$ cat src/dbm_pkg.sv
/*
 doorbell message register bank: offsets, field positions, reset values, codes.
 assumes a word-addressed slave port with byte offsets on a 32-bit data bus.
*/
package dbm_pkg;
	localparam logic [5:0] OFF_RX_MESSAGE_HEAD = 6'h00;
	localparam logic [5:0] OFF_RX_QUEUE_COUNT = 6'h04;
	localparam logic [5:0] OFF_TX_REQUEST_PRIORITY = 6'h08;
	localparam logic [5:0] OFF_TX_MESSAGE_WORD = 6'h0C;
	localparam logic [5:0] OFF_TX_PROGRESS_COUNTS = 6'h10;
	localparam logic [5:0] OFF_TX_RESULT_HEAD = 6'h14;
	localparam logic [5:0] OFF_TX_RESULT_CODE = 6'h18;
	localparam logic [5:0] OFF_TX_RESULT_FILTER = 6'h1C;
	localparam logic [5:0] OFF_EVENT_ENABLE_MASK = 6'h20;
	localparam logic [5:0] OFF_EVENT_FLAGS = 6'h24;
	localparam int QUEUE_DEPTH = 16;
	localparam logic [1:0] PRIO_RESET = 2'h0;
	localparam logic [1:0] PRIO_ILLEGAL = 2'h3;
	localparam logic [1:0] PRIO_CLAMP = 2'h2;
	localparam logic [1:0] CODE_DONE = 2'h0;
	localparam logic [1:0] CODE_ERROR = 2'h1;
	localparam logic [1:0] CODE_TIMEOUT = 2'h2;
	localparam int FLT_COMPLETED_BIT = 0;
	localparam int FLT_ERROR_BIT = 1;
	localparam int EV_RX_BIT = 0;
	localparam int EV_TX_DONE_BIT = 1;
	localparam int EV_OVERRUN_BIT = 2;
	localparam logic [31:0] WORD_RESET = 32'h0000_0000;
	localparam logic [1:0] FILTER_RESET = 2'h0;
	localparam logic [2:0] EVENT_RESET = 3'h0;
endpackage : dbm_pkg

$ cat src/dbm_fifo.sv
/*
 small synchronous fifo with valid/ready on both sides and a level count.
 assumes a single clock and a synchronous active-high reset.
*/
`timescale 1ns/1ps
module dbm_fifo #(
	parameter int WIDTH = 32,
	parameter int DEPTH = 16
) (
	input wire logic clk_sys,
	input wire logic sys_rst,
	input wire logic in_valid,
	output logic in_ready,
	input wire logic [WIDTH-1:0] in_data,
	output logic out_valid,
	input wire logic out_ready,
	output logic [WIDTH-1:0] out_data,
	output logic [7:0] level
);
	localparam int AW = (DEPTH > 1) ? $clog2(DEPTH) : 1;
	logic [WIDTH-1:0] mem_r [DEPTH];
	logic [AW-1:0] wr_ptr_r;
	logic [AW-1:0] rd_ptr_r;
	logic [7:0] level_r;
	wire push = in_valid && in_ready;
	wire pop = out_valid && out_ready;

	// handshake and head
	assign in_ready = (level_r < 8'(DEPTH));
	assign out_valid = (level_r != 8'h00);
	assign out_data = mem_r[rd_ptr_r];
	assign level = level_r;

	// pointer wrap
	function automatic logic [AW-1:0] bump(input logic [AW-1:0] p);
		bump = (p == AW'(DEPTH - 1)) ? '0 : p + 1'b1;
	endfunction : bump

	// storage and pointers
	always_ff @(posedge clk_sys) begin
		if (push) begin
			mem_r[wr_ptr_r] <= in_data;
		end
		if (sys_rst) begin
			wr_ptr_r <= '0;
			rd_ptr_r <= '0;
			level_r <= 8'h00;
		end else begin
			if (push) begin
				wr_ptr_r <= bump(wr_ptr_r);
			end
			if (pop) begin
				rd_ptr_r <= bump(rd_ptr_r);
			end
			level_r <= level_r + 8'(push) - 8'(pop);
		end
	end
endmodule : dbm_fifo

$ cat src/dbm_regs.sv
/*
 doorbell message register bank with inbound, outbound and completion queues.
 the inbound and completion queues are plain fifos of DEPTH words; the outbound
 side has a two-entry staging buffer in front of the transmit path.
 assumes a slave port where a read returns data one cycle after the strobe,
 and link-side logic on the same clock with valid/ready handshakes.
 assumes the transmit path reports its own level, which is shown as is.
 a transmit word written while the staging buffer is full and not draining is lost,
 so software should watch the transmit level before it queues more.
*/
// Functional notes
// - all registers reachable through the slave port
// - ten word registers, offsets 0x00 to 0x24
// - received head: initiator id and information
// - received count in low byte, max 16
// - priority write of 3 stored as 2
// - transmit word: target id and information
// - pending responses count in bits 23:16
// - transmit path level in bits 15:8, staging entries not counted
// - completion queue count in bits 7:0
// - completion head returned on read
// - code of last read completion kept
// - codes: done 0, error 1, timeout 2
// - filter bits gate completion storage
// - write-one-clear flags, enables, sticky overrun
`timescale 1ns/1ps
module dbm_regs #(
	parameter int DEPTH = dbm_pkg::QUEUE_DEPTH,
	parameter bit LARGE_ID = 1'b1
) (
	input wire logic clk_sys,
	input wire logic sys_rst,
	input wire logic [5:0] reg_addr,
	input wire logic reg_read,
	input wire logic reg_write,
	input wire logic [31:0] reg_wdata,
	output logic [31:0] reg_rdata,
	output logic reg_rvalid,
	input wire logic rx_valid,
	output logic rx_ready,
	input wire logic [31:0] rx_message,
	output logic tx_valid,
	input wire logic tx_ready,
	output logic [33:0] tx_request,
	input wire logic tx_sent,
	input wire logic cpl_valid,
	input wire logic [31:0] cpl_message,
	input wire logic [1:0] cpl_code,
	input wire logic [7:0] tx_fifo_level,
	output logic event_irq
);
	logic [1:0] prio_r;
	logic [31:0] tx_word_r;
	logic [1:0] result_code_r;
	logic [1:0] filter_r;
	logic [2:0] enable_r;
	logic [2:0] flags_r;
	logic [2:0] flags_nxt;
	logic [7:0] pending_r;
	logic [31:0] rdata_r;
	logic rvalid_r;
	logic [33:0] stage_r [2];
	logic [1:0] stage_cnt_r;
	logic stage_rd_r;

	wire [31:0] rxq_head;
	wire rxq_valid;
	wire [7:0] rxq_level;
	wire [33:0] cq_head;
	wire cq_valid;
	wire cq_in_ready;
	wire [7:0] cq_level;

	////////////////////////////////////////////////////////////////////////
	// address decode
	// unaligned and unmapped offsets hit nothing and read as zero
	wire hit_rx_head = (reg_addr == dbm_pkg::OFF_RX_MESSAGE_HEAD);
	wire hit_rx_cnt = (reg_addr == dbm_pkg::OFF_RX_QUEUE_COUNT);
	wire hit_prio = (reg_addr == dbm_pkg::OFF_TX_REQUEST_PRIORITY);
	wire hit_tx_word = (reg_addr == dbm_pkg::OFF_TX_MESSAGE_WORD);
	wire hit_tx_cnt = (reg_addr == dbm_pkg::OFF_TX_PROGRESS_COUNTS);
	wire hit_res_head = (reg_addr == dbm_pkg::OFF_TX_RESULT_HEAD);
	wire hit_res_code = (reg_addr == dbm_pkg::OFF_TX_RESULT_CODE);
	wire hit_filter = (reg_addr == dbm_pkg::OFF_TX_RESULT_FILTER);
	wire hit_enable = (reg_addr == dbm_pkg::OFF_EVENT_ENABLE_MASK);
	wire hit_flags = (reg_addr == dbm_pkg::OFF_EVENT_FLAGS);

	// read and write side effects
	wire rx_pop = reg_read && hit_rx_head && rxq_valid;
	wire cq_pop = reg_read && hit_res_head && cq_valid;
	wire tx_push = reg_write && hit_tx_word;
	wire stage_full = (stage_cnt_r == 2'h2);
	wire stage_take = tx_valid && tx_ready;

	// completion filter and overrun detection
	wire cpl_is_done = (cpl_code == dbm_pkg::CODE_DONE);
	wire cpl_keep = cpl_is_done ? filter_r[dbm_pkg::FLT_COMPLETED_BIT] : filter_r[dbm_pkg::FLT_ERROR_BIT];
	wire cq_push = cpl_valid && cpl_keep;
	wire cq_overrun = cq_push && !cq_in_ready;

	// upper id byte masking when only 8-bit ids apply
	function automatic logic [31:0] id_mask(input logic [31:0] w);
		id_mask = LARGE_ID ? w : {8'h00, w[23:0]};
	endfunction : id_mask

	// priority clamp
	function automatic logic [1:0] prio_fix(input logic [1:0] p);
		prio_fix = (p == dbm_pkg::PRIO_ILLEGAL) ? dbm_pkg::PRIO_CLAMP : p;
	endfunction : prio_fix

	////////////////////////////////////////////////////////////////////////
	// inbound queue
	dbm_fifo #(.WIDTH(32), .DEPTH(DEPTH)) u_rx_fifo (
		.clk_sys(clk_sys),
		.sys_rst(sys_rst),
		.in_valid(rx_valid),
		.in_ready(rx_ready),
		.in_data(rx_message),
		.out_valid(rxq_valid),
		.out_ready(rx_pop),
		.out_data(rxq_head),
		.level(rxq_level)
	);

	// completion queue holds message and outcome
	dbm_fifo #(.WIDTH(34), .DEPTH(DEPTH)) u_cpl_fifo (
		.clk_sys(clk_sys),
		.sys_rst(sys_rst),
		.in_valid(cq_push),
		.in_ready(cq_in_ready),
		.in_data({cpl_code, cpl_message}),
		.out_valid(cq_valid),
		.out_ready(cq_pop),
		.out_data(cq_head),
		.level(cq_level)
	);

	////////////////////////////////////////////////////////////////////////
	// one word per register, reserved bits zero
	wire [31:0] word_rx_head = rxq_valid ? id_mask(rxq_head) : dbm_pkg::WORD_RESET;
	wire [31:0] word_rx_cnt = {24'h00_0000, rxq_level};
	wire [31:0] word_prio = {30'h0000_0000, prio_r};
	wire [31:0] word_tx_word = id_mask(tx_word_r);
	wire [31:0] word_tx_cnt = {8'h00, pending_r, tx_fifo_level, cq_level};
	wire [31:0] word_res_head = cq_valid ? id_mask(cq_head[31:0]) : dbm_pkg::WORD_RESET;
	wire [31:0] word_res_code = {30'h0000_0000, result_code_r};
	wire [31:0] word_filter = {30'h0000_0000, filter_r};
	wire [31:0] word_enable = {29'h0000_0000, enable_r};
	wire [31:0] word_flags = {29'h0000_0000, flags_r};

	// read mux
	wire [31:0] rd_mux =
		hit_rx_head ? word_rx_head :
		hit_rx_cnt ? word_rx_cnt :
		hit_prio ? word_prio :
		hit_tx_word ? word_tx_word :
		hit_tx_cnt ? word_tx_cnt :
		hit_res_head ? word_res_head :
		hit_res_code ? word_res_code :
		hit_filter ? word_filter :
		hit_enable ? word_enable :
		hit_flags ? word_flags :
		dbm_pkg::WORD_RESET; // unmapped reads zero

	// read data register
	always_ff @(posedge clk_sys) begin
		if (sys_rst) begin
			rdata_r <= dbm_pkg::WORD_RESET;
			rvalid_r <= 1'b0;
		end else begin
			rvalid_r <= reg_read;
			if (reg_read) begin
				rdata_r <= rd_mux;
			end
		end
	end
	assign reg_rdata = rdata_r;
	assign reg_rvalid = rvalid_r;

	////////////////////////////////////////////////////////////////////////
	// priority, clamped on write
	always_ff @(posedge clk_sys) begin
		if (sys_rst) begin
			prio_r <= dbm_pkg::PRIO_RESET;
		end else if (reg_write && hit_prio) begin
			prio_r <= prio_fix(reg_wdata[1:0]);
		end
	end

	// transmit word as last written
	always_ff @(posedge clk_sys) begin
		if (sys_rst) begin
			tx_word_r <= dbm_pkg::WORD_RESET;
		end else if (reg_write && hit_tx_word) begin
			tx_word_r <= id_mask(reg_wdata);
		end
	end

	// completion filter
	always_ff @(posedge clk_sys) begin
		if (sys_rst) begin
			filter_r <= dbm_pkg::FILTER_RESET;
		end else if (reg_write && hit_filter) begin
			filter_r <= reg_wdata[1:0];
		end
	end

	// event enables
	always_ff @(posedge clk_sys) begin
		if (sys_rst) begin
			enable_r <= dbm_pkg::EVENT_RESET;
		end else if (reg_write && hit_enable) begin
			enable_r <= reg_wdata[2:0];
		end
	end

	// outcome of the last completion read
	always_ff @(posedge clk_sys) begin
		if (sys_rst) begin
			result_code_r <= dbm_pkg::CODE_DONE;
		end else if (cq_pop) begin
			result_code_r <= cq_head[33:32];
		end
	end

	////////////////////////////////////////////////////////////////////////
	// flags: set wins over write-one clear; overrun holds until a pop
	// a clear of the overrun bit is ignored until a completion has been read
	wire ev_rx_set = rx_valid && rx_ready; // any accepted inbound message
	wire ev_done_set = cq_push; // completion passed by the filter, even if the queue is full
	wire ev_overrun_set = cq_overrun; // completion lost to a full queue
	wire [2:0] flag_set = {ev_overrun_set, ev_done_set, ev_rx_set};
	wire [2:0] flag_clr = (reg_write && hit_flags) ? reg_wdata[2:0] : 3'h0;
	wire overrun_locked = flags_r[dbm_pkg::EV_OVERRUN_BIT] && !cq_pop && !stage_rd_r;
	always_comb begin
		flags_nxt = (flags_r & ~flag_clr) | flag_set;
		if (overrun_locked) begin
			flags_nxt[dbm_pkg::EV_OVERRUN_BIT] = 1'b1;
		end
	end
	// flag register
	always_ff @(posedge clk_sys) begin
		if (sys_rst) begin
			flags_r <= dbm_pkg::EVENT_RESET;
		end else begin
			flags_r <= flags_nxt;
		end
	end

	// notes that a completion was read since the last overrun
	always_ff @(posedge clk_sys) begin
		if (sys_rst) begin
			stage_rd_r <= 1'b0;
		end else if (cq_pop) begin
			stage_rd_r <= 1'b1; // one read has happened since overrun
		end else if (ev_overrun_set) begin
			stage_rd_r <= 1'b0;
		end
	end
	assign event_irq = |(flags_r & enable_r);

	////////////////////////////////////////////////////////////////////////
	// pending count: up per sent doorbell, down per response
	wire pend_up = tx_sent && (pending_r < 8'(DEPTH)); // saturates at DEPTH
	wire pend_down = cpl_valid && (pending_r != 8'h00); // floor at zero
	always_ff @(posedge clk_sys) begin
		if (sys_rst) begin
			pending_r <= 8'h00;
		end else begin
			pending_r <= pending_r + 8'(pend_up) - 8'(pend_down);
		end
	end

	////////////////////////////////////////////////////////////////////////
	// two-entry staging buffer toward the transmit side
	wire stage_accept = tx_push && (!stage_full || stage_take); // full and stalled drops the word
	wire stage_slot = stage_take ? stage_cnt_r[1] : stage_cnt_r[0]; // first free entry after the shift
	assign tx_valid = (stage_cnt_r != 2'h0);
	assign tx_request = stage_r[0];

	// entry count
	always_ff @(posedge clk_sys) begin
		if (sys_rst) begin
			stage_cnt_r <= 2'h0;
		end else begin
			stage_cnt_r <= stage_cnt_r + 2'(stage_accept) - 2'(stage_take);
		end
	end

	// entry contents: shift on a take, then fill the free slot
	always_ff @(posedge clk_sys) begin
		if (sys_rst) begin
			stage_r[0] <= 34'h0;
			stage_r[1] <= 34'h0;
		end else begin
			if (stage_take) begin
				stage_r[0] <= stage_r[1];
			end
			if (stage_accept) begin
				stage_r[stage_slot] <= {prio_r, id_mask(reg_wdata)};
			end
		end
	end
endmodule : dbm_regs

$ cat config.mk
export PLATFORM = sky130hd
export DESIGN_NAME = dbm_regs
export DESIGN_NICKNAME = d
export VERILOG_FILES = /design/src/dbm_pkg.sv /design/src/dbm_fifo.sv /design/src/dbm_regs.sv
export SDC_FILE = /design/constraint.sdc
export NUM_CORES = 1
export LEC_CHECK = 0
export ABC_AREA = 0
export BUFFER_PORTS_ARGS = -buffer_cell sky130_fd_sc_hd__buf_2
export CAP_MARGIN = 20
export CORE_ASPECT_RATIO = 0.75
export CORE_MARGIN = 4
export CORE_UTILIZATION = 55
export CTS_CLUSTER_DIAMETER = 150
export CTS_CLUSTER_SIZE = 16
export DETAILED_ROUTE_END_ITERATION = 6
export PLACE_DENSITY = 0.73
export SKIP_LAST_GASP = 1
export SYNTH_ARGS = -nofsm -noshare
export SYNTH_HDL_FRONTEND = slang
export SYNTH_HIERARCHICAL = 1
export SYNTH_SLANG_ARGS = --single-unit
$ cat constraint.sdc
create_clock -name clk_sys -period 11.24 [get_ports clk_sys]
set_clock_uncertainty 0.05 [all_clocks]
set_input_delay 1.686 -clock clk_sys [delete_from_list [all_inputs] [get_ports clk_sys]]
set_output_delay 1.686 -clock clk_sys [all_outputs]
set_load 0.03 [all_outputs]
==> impl_summary.md <==
Run status
The flow ran to the end, and the final reports show no timing, DRC or antenna violations.

Layout
The area of all placed cells without fillers is 54,200 sq um. The top cell types in the final layout, fill and taps aside, are sky130_fd_sc_hd__edfxtp_1, sky130_fd_sc_hd__mux4_2, sky130_fd_sc_hd__nand2_1. The most common cell after layout, fill and taps aside is sky130_fd_sc_hd__edfxtp_1.

The final cell utilization of the core is 61.4%. The share of final-layout standard cells stronger than drive strength 1 is 22.3%. The number of standard cells in the layout, taps in and fillers out is 4,120. The number of filler cells placed in the layout is 6,146. The final-stage net count is 3,061. The layout overhead on the synthesized area is 10.2%.

Logic synthesis
The number of different library cells used by synthesis comes to 65. The number of synthesized flops with an enable pin is 1,124. Synthesis handed over a netlist of 2,716 instances.

After synthesis, flip-flops and latches occupy 73.9% of the total area. The post-synthesis cell area is 49,100 sq um. The per-instance average area after synthesis is 18.1 sq um. The total nets after synthesis is 2,886. For this run, asynchronously set or reset flops after synthesis account for 0%. The Yosys step of the flow raised 6 warnings. The flop and latch count out of synthesis is 1,252. The dominant register cell in the synthesized netlist is sky130_fd_sc_hd__edfxtp_1.

GRT
Summed over all layers, the global routing overflow is 0. The via count of the first global-routing pass is 26,330. The combined global-route utilization of all metal layers is 25.5%.

The global-route wire length before repair is 177,000 um. The number of antenna violations at the first check in global routing is 9. The largest net degree at the start of global routing is 105.

Clocking
Counting along the longest clock path gives a buffer depth of 3. Clock tree synthesis selected as its root buffer the cell sky130_fd_sc_hd__clkbuf_16. The post-cts hold buffer count is 0.

TritonCTS built the clock tree. The number of setup buffers added after CTS is 0. TritonCTS created 88 clock buffers. Clock latency on the worst-skew pair, taken at its later pin, is 0.65 ns. Once the clock tree was built, the resizer swapped 0 gates to a different size. The total number of H-tree levels is 3.

The clock-pin transition on the worst setup and hold timing paths is 0.08 ns. The clock net in this run drives a total of 1,252 sinks.

Worst setup path
The arrival time of the worst setup path is 5.72 ns. The critical path goes through buf_2 -> nor4_4 -> and3_1 -> and2_1 -> o21a_1 -> ha_1 -> inv_1 -> ha_1 -> inv_1 -> fa_1 -> nand2b_1 -> a221oi_1 -> o31a_1 -> nor3_1. On the worst path, the slowest cell contributes a delay of 0.97 ns. The worst setup path is launched from an input pin. The worst endpoint required time is 11.71 ns. By startpoint and endpoint, the worst setup path is classified as in -> reg. The worst setup path is captured at a flop. The largest fanout of any net on the critical path is 25. On the critical path, the stage with the largest delay is an instance of sky130_fd_sc_hd__and3_1.

Route
For this block, the initial DRC count from the detailed router was 3,827. For this run, design rule violations remaining after detail routing come to 0. Dividing the detail-routed via count by the number of cells gives 6.49. The average wire length per cell after detail routing is 29.1 um. Detailed routing inserted a total of 26,747 vias. For this block, the routed nets add up to 120,000 um of wire. The detail route stage leaves a number of antenna-violating nets equal to 0. The number of detailed-routing iterations run before antenna repair is 6.

STA
The final critical-path required period is 5.25 ns. The setup TNS after final layout is 0 ns. Setup repair after global routing left no endpoint under its margin. The final-report max-slew violation count came to 0. Derived from the worst setup path, the maximum achievable clock frequency is 191 MHz. The final hold violation count is 0. The worst slew margin relative to its limit is 25.0%. The slack of the critical path is 5.99 ns. The final critical-path share of the clock period is 46.7%. At the pin with the least slew margin, the transition time is 1.12 ns.

Setup violations remaining at the end of the flow were counted as 0.

Floorplanning
The region available for standard cell placement spans 88,200 sq um. The floorplan step defined a die boundary enclosing 94,200 sq um. Once the floorplan was initialized, standard cells occupied 55.7% of the core.

The die is 267 um tall. The number of top-level pins is 190. The chip width is 353 um. In this run the core area contains 94 standard-cell rows.

Placement
The HPWL after detailed placement is 71,600 um. Once placement completed, the tool counted placed cells totaling 3,947. The global placement routability congestion is 0.923.

The worst-case setup slack after placement is 5.09 ns. The count of buffers inserted at the top-level ports is 189. The placement-stage cell area is 51,500 sq um.

Power
The switching share of total power is 23.0%. The clock network burns 33.0% of the power. The internal power contribution is 6970 uW. The leakage power summed over all cells is 0.0172 uW.

The fraction of power consumed by sequential logic is 57.8%. The total net switching power is 2090 uW. Dividing total power by cell area gives a power density of 167 nW/um^2. Of the total power, combinational logic draws 9.2%. The maximum vdd drop is 0.000113 V.

Run
The number of max-cap violations is 0.

Min path
The path category of the worst min-delay check is reg -> reg.
==> Yosys cell counts, types with 18 or more instances <==
library cell / number / area [sq um]
sky130_fd_sc_hd__nand2_1: 206 / 773
sky130_fd_sc_hd__nor2_1: 97 / 364
sky130_fd_sc_hd__ha_1: 47 / 588
sky130_fd_sc_hd__nor4_1: 42 / 263
sky130_fd_sc_hd__buf_1: 21 / 78.8
sky130_fd_sc_hd__a311oi_1: 26 / 228
sky130_fd_sc_hd__inv_1: 94 / 353
sky130_fd_sc_hd__a222oi_1: 18 / 180
sky130_fd_sc_hd__a21oi_1: 78 / 390
sky130_fd_sc_hd__clkbuf_1: 94 / 353
sky130_fd_sc_hd__dfxtp_1: 128 / 2560
sky130_fd_sc_hd__nand3_1: 54 / 270
sky130_fd_sc_hd__mux4_2: 264 / 5950
sky130_fd_sc_hd__buf_2: 32 / 160
sky130_fd_sc_hd__o21ai_0: 34 / 170
sky130_fd_sc_hd__a22oi_1: 148 / 1110
sky130_fd_sc_hd__edfxtp_1: 1124 / 33800
sky130_fd_sc_hd__nor3_1: 22 / 110
==> critical path: cells and delay by family <==
| family | cells | cell delay, ns |
|---|---|---|
| buffers and inverters | 3 | 0.28 |
| AO/OA/AOI/OAI | 3 | 0.75 |
| AND/OR/NAND/NOR | 5 | 2.12 |
| adder cells (fa/ha/maj) | 3 | 0.88 |
==> power by group through the flow <==
stage,clock (uW),combinational (uW),sequential (uW)
detailed placement,0,819,5340
floorplan,0,492,5360
CTS,3040,824,5240
global route,3250,908,5240
finish,2990,833,5240
global placement,0,782,5340
==> routing by layer <==
layer	part of all wire (%)	routed length (um)	GRT usage [%]
met5	0.029	35	0
met4	2.3	2770	6.60
met3	12	14600	6.25
met2	44	52500	36.4
met1	42	50000	39.9
==> state kept, by name, summed over array words and instances (netlist names), 8 cells and up, named ones only <==
register	flops
u_cpl_fifo/mem_r	544
u_rx_fifo/mem_r	512
stage_r	68
reg_rdata	32
tx_word_r	32
pending_r	8
u_cpl_fifo/level	8
u_rx_fifo/level	8
==> stage by stage <==
stage / hold slack [ns] / total power [uW]
floorplan: 0.383 / 5850
global placement: 0.396 / 6120
detailed placement: 0.400 / 6160
CTS: 0.414 / 9100
global route: 0.429 / 9400
finish: 0.418 / 9060
==> final timing paths <==
kind / slack (ns) / end / from / cells past startpoint
worst max-delay path: 5.99 / u_rx_fifo/level[6]$_SDFF_PP0_ / reg_addr[1] / 14
worst max register to register: 6.65 / u_rx_fifo/level[6]$_SDFF_PP0_ / u_rx_fifo/level[4]$_SDFF_PP0_ / 16
worst min register to register: 0.42 / tx_word_r[8]$_SDFFE_PP0P_ / tx_word_r[8]$_SDFFE_PP0P_ / 2
worst min-delay path: 0.42 / tx_word_r[8]$_SDFFE_PP0P_ / tx_word_r[8]$_SDFFE_PP0P_ / 2
==> cell type report <==
type | count | area [sq um] | area share, %
flip-flops and latches | 1252 | 36300 | 67.1
repair buffers | 249 | 1510 | 2.78
diodes | 5 | 12.5 | 0.0231
clock buffers | 158 | 2490 | 4.59
inverters | 94 | 353 | 0.651
well taps | 1152 | 1440 | 2.66
clock inverters | 4 | 57.6 | 0.106
multi-input cells | 1206 | 12000 | 22.1
==> cells by family (layout without fill, tap and decap cells) <==
kind of cell / Yosys count / in the layout / share of synthesized area (%)
AOI/OAI and AO/OA: 372 / 372 / 5.25
xor gates and xnor gates: 13 / 13 / 0.232
adders and majority gates: 50 / 50 / 1.32
buffers and inverters: 258 / 505 / 2.24
DFF: 1252 / 1252 / 73.9
muxes: 278 / 278 / 12.4
other: 0 / 5 / 0
and+or+nand+nor: 493 / 493 / 4.67
No activity file was read; power rests on OpenSTA's default activity.
